==> src/rtl/pced_pkg.sv <==
// Package for the pin change edge detector: register map, field widths, reset values.
// Assumes a single 20 MHz system clock and a plain strobe register port.
package pced_pkg;

  localparam int PIN_COUNT = 8;
  localparam int ADDR_WIDTH = 4;
  localparam int DATA_WIDTH = 8;

  localparam logic [ADDR_WIDTH-1:0] RISE_EN_OFFSET = 4'h0;
  localparam logic [ADDR_WIDTH-1:0] FALL_EN_OFFSET = 4'h1;
  localparam logic [ADDR_WIDTH-1:0] FLAG_OFFSET = 4'h2;
  localparam logic [ADDR_WIDTH-1:0] IRQ_STATUS_OFFSET = 4'h3;
  localparam logic [ADDR_WIDTH-1:0] IRQ_MASK_OFFSET = 4'h4;
  localparam logic [ADDR_WIDTH-1:0] PIN_LEVEL_OFFSET = 4'h5;

  localparam logic [DATA_WIDTH-1:0] ENABLE_RESET = 8'h00;
  localparam logic [DATA_WIDTH-1:0] FLAG_RESET = 8'h00;
  localparam logic [DATA_WIDTH-1:0] IRQ_MASK_RESET = 8'h00;
  localparam logic [DATA_WIDTH-1:0] UNMAPPED_READ = 8'h00;
  localparam logic [PIN_COUNT-1:0] PIN_RESET = 8'h00;

  // Status register layout: bit 0 is the port change event.
  localparam int IRQ_BITS = 1;
  localparam int IRQ_CHANGE_BIT = 0;

  typedef struct packed {
    logic [ADDR_WIDTH-1:0] addr;
    logic [DATA_WIDTH-1:0] wdata;
    logic wr;
    logic rd;
  } pced_req_type;

endpackage : pced_pkg

==> src/rtl/pced_top.sv <==
// Pin change edge detector for one eight-pin port with a strobe register port.
// Assumes pins are already synchronous to sys_clk and a master that never waits.
//
// Contract
// - Rising enable set: rising edge is an event.
// - Falling enable set: falling edge is an event.
// - Disabled direction never sets the pin flag.
// - Enabled edge sets that pin's change flag.
// - Flag stays clear until event; software clears.
// - Enabled edge also raises port status, irq status; interrupt only if mask bit 0 set.
// - Eight bits each pin register, bit n is pin n; status, mask use bit 0 only.
`timescale 1ns/1ns
module pced_top
  import pced_pkg::*;
(
  input wire logic sys_clk,
  input wire logic rstn,
  input wire pced_pkg::pced_req_type bus_req,
  output logic [pced_pkg::DATA_WIDTH-1:0] rdata,
  input wire logic [pced_pkg::PIN_COUNT-1:0] port_pins,
  output logic port_change_status,
  output logic irq
);
  import pced_pkg::*;

  logic [PIN_COUNT-1:0] rise_en_r, rise_en_nxt;
  logic [PIN_COUNT-1:0] fall_en_r, fall_en_nxt;
  logic [PIN_COUNT-1:0] flag_r, flag_nxt;
  logic [PIN_COUNT-1:0] pin_prev_r, pin_prev_nxt;
  logic [PIN_COUNT-1:0] pin_event;
  logic [IRQ_BITS-1:0] irq_status_r, irq_status_nxt;
  logic [IRQ_BITS-1:0] irq_mask_r, irq_mask_nxt;
  logic [DATA_WIDTH-1:0] rdata_nxt;
  logic [DATA_WIDTH-1:0] irq_wdata;

  assign irq_wdata = bus_req.wdata;

  // One detector per pin; pins arrive synchronous, so one stored sample suffices.
  genvar gi;
  generate
    for (gi = 0; gi < PIN_COUNT; gi++) begin : g_pin
      assign pin_event[gi] =
        (rise_en_r[gi] & ~pin_prev_r[gi] & port_pins[gi]) |
        (fall_en_r[gi] & pin_prev_r[gi] & ~port_pins[gi]);
    end
  endgenerate

  always_comb begin
    pin_prev_nxt = port_pins;
    rise_en_nxt = rise_en_r;
    fall_en_nxt = fall_en_r;
    flag_nxt = flag_r;
    irq_mask_nxt = irq_mask_r;
    irq_status_nxt = irq_status_r;
    if (bus_req.wr) begin
      case (bus_req.addr)
        RISE_EN_OFFSET: rise_en_nxt = bus_req.wdata;
        FALL_EN_OFFSET: fall_en_nxt = bus_req.wdata;
        // Writing 0 clears a flag; writing 1 leaves it as it was.
        FLAG_OFFSET: flag_nxt = flag_r & bus_req.wdata;
        IRQ_STATUS_OFFSET: irq_status_nxt = irq_status_r & ~irq_wdata[IRQ_BITS-1:0];
        IRQ_MASK_OFFSET: irq_mask_nxt = irq_wdata[IRQ_BITS-1:0];
        default: ;
      endcase
    end
    // Hardware set is applied last so an edge in the clearing cycle is kept.
    flag_nxt = flag_nxt | pin_event;
    if (|pin_event) begin
      irq_status_nxt[IRQ_CHANGE_BIT] = 1'b1;
    end
  end

  always_comb begin
    rdata_nxt = UNMAPPED_READ;
    if (bus_req.rd) begin
      case (bus_req.addr)
        RISE_EN_OFFSET: rdata_nxt = rise_en_r;
        FALL_EN_OFFSET: rdata_nxt = fall_en_r;
        FLAG_OFFSET: rdata_nxt = flag_r;
        IRQ_STATUS_OFFSET: rdata_nxt = {{(DATA_WIDTH-IRQ_BITS){1'b0}}, irq_status_r};
        IRQ_MASK_OFFSET: rdata_nxt = {{(DATA_WIDTH-IRQ_BITS){1'b0}}, irq_mask_r};
        PIN_LEVEL_OFFSET: rdata_nxt = pin_prev_r;
        default: rdata_nxt = UNMAPPED_READ;
      endcase
    end
  end

  always_ff @(posedge sys_clk) begin
    if (!rstn) begin
      rise_en_r <= ENABLE_RESET;
      fall_en_r <= ENABLE_RESET;
      flag_r <= FLAG_RESET;
      pin_prev_r <= PIN_RESET;
      irq_status_r <= '0;
      irq_mask_r <= IRQ_MASK_RESET[IRQ_BITS-1:0];
      rdata <= UNMAPPED_READ;
    end else begin
      rise_en_r <= rise_en_nxt;
      fall_en_r <= fall_en_nxt;
      flag_r <= flag_nxt;
      pin_prev_r <= pin_prev_nxt;
      irq_status_r <= irq_status_nxt;
      irq_mask_r <= irq_mask_nxt;
      rdata <= rdata_nxt;
    end
  end

  // Port status is the OR of the pin flags, so it falls once software clears them all.
  assign port_change_status = |flag_r;
  assign irq = |(irq_status_r & irq_mask_r);

endmodule : pced_top

==> config.mk <==
export PLATFORM = sky130hd
export DESIGN_NAME = pced_top
export DESIGN_NICKNAME = d
export VERILOG_FILES = /design/src/rtl/pced_pkg.sv /design/src/rtl/pced_top.sv
export SDC_FILE = /design/constraint.sdc
export NUM_CORES = 1
export LEC_CHECK = 0
export BUFFER_PORTS_ARGS = -buffer_cell sky130_fd_sc_hd__buf_2
export CAP_MARGIN = 20
export CELL_PAD_IN_SITES_DETAIL_PLACEMENT = 2
export CELL_PAD_IN_SITES_GLOBAL_PLACEMENT = 2
export CORE_ASPECT_RATIO = 0.6
export CORE_MARGIN = 2
export CORE_UTILIZATION = 35
export CTS_CLUSTER_DIAMETER = 60
export DETAILED_ROUTE_END_ITERATION = 7
export PLACE_DENSITY = 0.9
export REMOVE_ABC_BUFFERS = 1
export SYNTH_ARGS = -nofsm -noshare
export SYNTH_HDL_FRONTEND = slang
export SYNTH_SLANG_ARGS = --single-unit
export TNS_END_PERCENT = 20
==> constraint.sdc <==
create_clock -name sys_clk -period 2.4 [get_ports sys_clk]
set_input_delay 0.48 -clock sys_clk [delete_from_list [all_inputs] [get_ports sys_clk]]
set_output_delay 0.48 -clock sys_clk [all_outputs]
set_load 0.01 [all_outputs]
Yosys cells after proc, flatten, opt, wreduce, memory -nomap -nowiden
Cells that the tools add are included.
Word-level totals
  bits in registers: 42
  bits of input ports: 24
  output and inout bits: 10
  logic and storage cells: 89
Cells by class
  eq/ne operators: 5
  muxes and demuxes: 6
  bitwise gates (word level): 61
  reduce and logical (&&, ||, !) cells: 10
Operators by type and width (number)
  8-bit one-hot mux with 6 select lines: 1
  1-bit AND: 34
  1-bit inverter: 17
  8-bit 2-to-1 mux: 2
  8-bit OR reduction: 2
  2-bit AND reduction: 5
  8-bit AND: 1
  4-bit by 2-bit equality test with 1-bit output (second input constant): 2
  4-bit by 3-bit equality test with 1-bit output (second input constant): 2
  1-bit OR: 8
  8-bit OR: 1
  4-bit by 1-bit equality test with 1-bit output (second input constant): 1
  4-bit logical NOT: 1
  2-bit nonzero test: 2
  1-bit 2-to-1 mux: 3

Longest topological paths before layout
  depth after elaboration: 7
  gate-level depth with buffers: 6
  gate-level depth less buffers: 4

Worst setup path after synthesis
Ideal clock, no wire load.
  path kind: input to register
  start: input bus_req[11] in the netlist's numbering
  end: register fall_en_r[0]
  setup time: 132 ps
  arrival: 1360 ps
  data required time: 2268 ps
  slack: 908 ps
  stages on the path: 5
  path buffers: 1
  path through: buf_2 -> nor3b_4 -> nand2_1 -> nand2_1 -> a21oi_1
Between the ends
  longest elaborated chain between the ends: 2
RTL lines
  from (decl): line pced_top.sv:18  | input wire pced_pkg::pced_req_type bus_req,
  4-bit by 1-bit equality test with 1-bit output: line pced_top.sv:56  | case (bus_req.addr)
  2-bit AND reduction (no source line)
  to (signal assigned): line pced_top.sv:99  | fall_en_r <= fall_en_nxt;
  to (decl): line pced_top.sv:27  | logic [PIN_COUNT-1:0] fall_en_r, fall_en_nxt;
No other way between the ends.
A chain may end at the register's enable or synchronous reset.

Worst setup path after layout
  start: register flag_r[5]
  end: output port_change_status
Between the ends
  longest elaborated chain between the ends: 1
RTL lines
  from (decl): line pced_top.sv:28  | logic [PIN_COUNT-1:0] flag_r, flag_nxt;
  from (signal assigned): line pced_top.sv:100  | flag_r <= flag_nxt;
  8-bit OR reduction: line pced_top.sv:109  | assign port_change_status = |flag_r;
  to (decl): line pced_top.sv:21  | output logic port_change_status,
No other way between the ends.

==> reports/summary.txt <==
Clk network pwr share = 0.402
First DRT Iteration DRCs = 62
register share of total power = 0.513
Setup Buffers After CTS = 0
Hold Fails Final Rpt = 0
final setup vio count = 0
final worst slack = 0.6952 ns
top cell family by delay on the critical path = simple AND/OR/NAND/NOR gates
WL final = 6167 µm
Pleak = 0.8289 nW
GPL Wtd Cong = 0.7688
Core Region = 5055 µm²
Post-CTS Hold Fix Bufs = 0
Avg Cell Area, Syn = 8.729 µm²
die width = 97.65 µm
footprint of the multi-input gates = 929.6 µm²
vias in the first global route = 1729
CTS Sinks = 42
CTS H-tree depth = 2
Power Density = 645.0 nW/µm²
Worst IR Drop VDD = 0.2032 mV
storage element area = 840.8 µm²
CTS Buf Count = 5
max-slew violation count = 0
Filler Cell Count = 582
Tmin final = 1.705 ns
Worst-path clk slew = 0.09 ns
total negative slack = 0 ns
combinational group share of total power = 0.085
port bufs = 33
Max Clock Freq = 0.5866 GHz
CTS Root Cell = clkbuf_8
Nets = 270
remaining antenna violation count = 0
Distinct cells, synth = 27
dpl cell area = 2071 µm²
crit share post-route = 0.7103
HP Class = primary input to flop
crit path DAT = 1.22 ns
Total GRT Usage = 0.2299
CP Capture Type = output port
slowest cell delay on critical path = 0.35 ns
final clock skew = 0.009038 ns
area grow syn2layout = 18.34%
DR pass1 iterations = 4
I/O pin cnt = 34
Routed wire per std cell = 19.70 µm
RSZ-0062 raised after global routing = false
pre-CTS WS = 0.4179 ns
Psw = 343.2 µW
slowest CP cell = dfxtp_1
vias per cell = 5.415
register-to-register setup slack = 1.14 ns
share of cells above drive strength 1 = 0.2308
startpoint types = flop
Clock Latency Late Sink = 0.31 ns
WS Path Type = flop to output port
n_diodes = 0
status = finished, final reports clean
Syn. warnings = 0
worst-path cell chain = nor4_1 -> nand2_1 -> buf_2
drt drc = 0
worst slew pin tran = 0.5864 ns
switching part of the total power = 0.2441
Power, Total = 1.406 mW
first-pass GRT wire length = 9887 µm
largest net degree at the start of global routing = 26
FF+latch count, synth = 42
total grt overflow = 0
CP required = 1.92 ns
internal power = 1.063 mW
Synth Instances = 211
Rel. slew slack = 0.6067
CTS Buffer Depth = 2
Max Cap Viol = 0
hpwl dp = 4471 µm
crit-path max FO = 3
CP Buf/Inv Count = 1
netlist area before placement = 1842 µm²
Via Count = 1695
Final Cell Area = 2180 µm²
# rows = 20
Die Ht = 60.19 µm
CTS tree = built
Seq/Total Area, Yosys = 0.4565
Initial Util = 0.3644
Hold WS = 0.4116 ns
die area = 5878 µm²
post-cts sizing count = 0
initial antenna violation count = 0
[metrics by stage]
step / instances / util
after CTS: 313 / 0.4312
after detailed placement: 305 / 0.4097
final: 313 / 0.4312
after global routing: 313 / 0.4312
after floorplan: 200 / -
after global placement: 305 / 0.4097
[worst paths after layout]
kind	start	to	cells past startpoint
max	flag_r[5]	port_change_status	3
min	port_pins[5]	pin_prev_r[5]	2
min reg2reg	fall_en_r[0]	fall_en_r[0]	2
max reg2reg	pin_prev_r[0]	irq_status_r	4
[kinds of logic (layout without fill, tap and decap cells)]
family          count (synthesis)  in the layout  share of synthesized area
simple gates                   88             88                     0.2541
compound gates                 57             57                     0.1794
flops                          42             42                     0.4565
buf+inv                        13             49                    0.03871
mux                            11             11                    0.07133
[registers in the layout (all words and copies together) (netlist names)]
| register | count |
|---|---|
| pin_prev_r | 8 |
| irq_mask_r | 1 |
| rise_en_r | 8 |
| rdata | 8 |
| flag_r | 8 |
| irq_status_r | 1 |
| fall_en_r | 8 |
[per-layer routing]
layer	share of wire	routed length, µm	GRT usage	up-vias
li1	-	-	-	821
met2	0.46	2861	0.3892	38
met3	0.048	296	0.04678	8
met4	0.010	64	0.06548	0
met1	0.48	2945	0.3044	828
met5	0	0	0	-
[cell type report]
cell class                 count  share of cell area
multi-input combinational    156              0.4265
inverter                       2            0.003444
clock inverter                 3             0.01837
sequential                    42              0.3858
clock buffer                   5             0.03157
timing repair buffer          39             0.09644
tap                           66             0.03789
[power groups by stage]
stage          clock network, mW  registers [mW]  logic, mW
4_1_cts                    0.581           0.721      0.121
2_1_floorplan                  0           0.733     0.0489
5_1_grt                    0.609           0.723      0.133
3_3_place_gp                   0           0.735      0.116
3_5_place_dp                   0           0.737      0.120
6_report                   0.565           0.721      0.120
[cell usage after synthesis (all sizes together)]
cell type  number  area share
buf             7       0.026
a21oi          24       0.065
clkbuf          4      0.0081
a31oi           1      0.0034
inv             2      0.0041
and3b           1      0.0048
nor2b           2      0.0068
mux2            7       0.043
nor3b           1       0.010
a211oi          1      0.0041
a22oi           7       0.029
nand4           2      0.0068
mux2i           3       0.016
nor4            2      0.0068
nand2          29       0.059
mux4            1       0.012
nor2            3      0.0061
o21ai          15       0.041
and2           16       0.054
nand3          23       0.062
nand3b          9       0.037
o21a            8       0.033
o31a            1      0.0048
dfxtp          42        0.46
[worst reg2reg max path, stage by stage (launching register included)]
cell and delay [ns]:
dfxtp_1 0.35, nand3b_1 0.12, o21a_1 0.20, nand4_1 0.16, o31a_1 0.33
[placed cells by master (no fill, tap or decap), types with 7 or more instances in the layout]
master,count
a21oi_1,24
buf_2,33
mux2_2,7
a22oi_1,7
o21ai_0,15
o21a_1,8
and2_1,16
nand3b_1,9
dfxtp_1,42
nand3_1,23
nand2_1,29
Note: power is estimated with default switching activity, not from simulation.
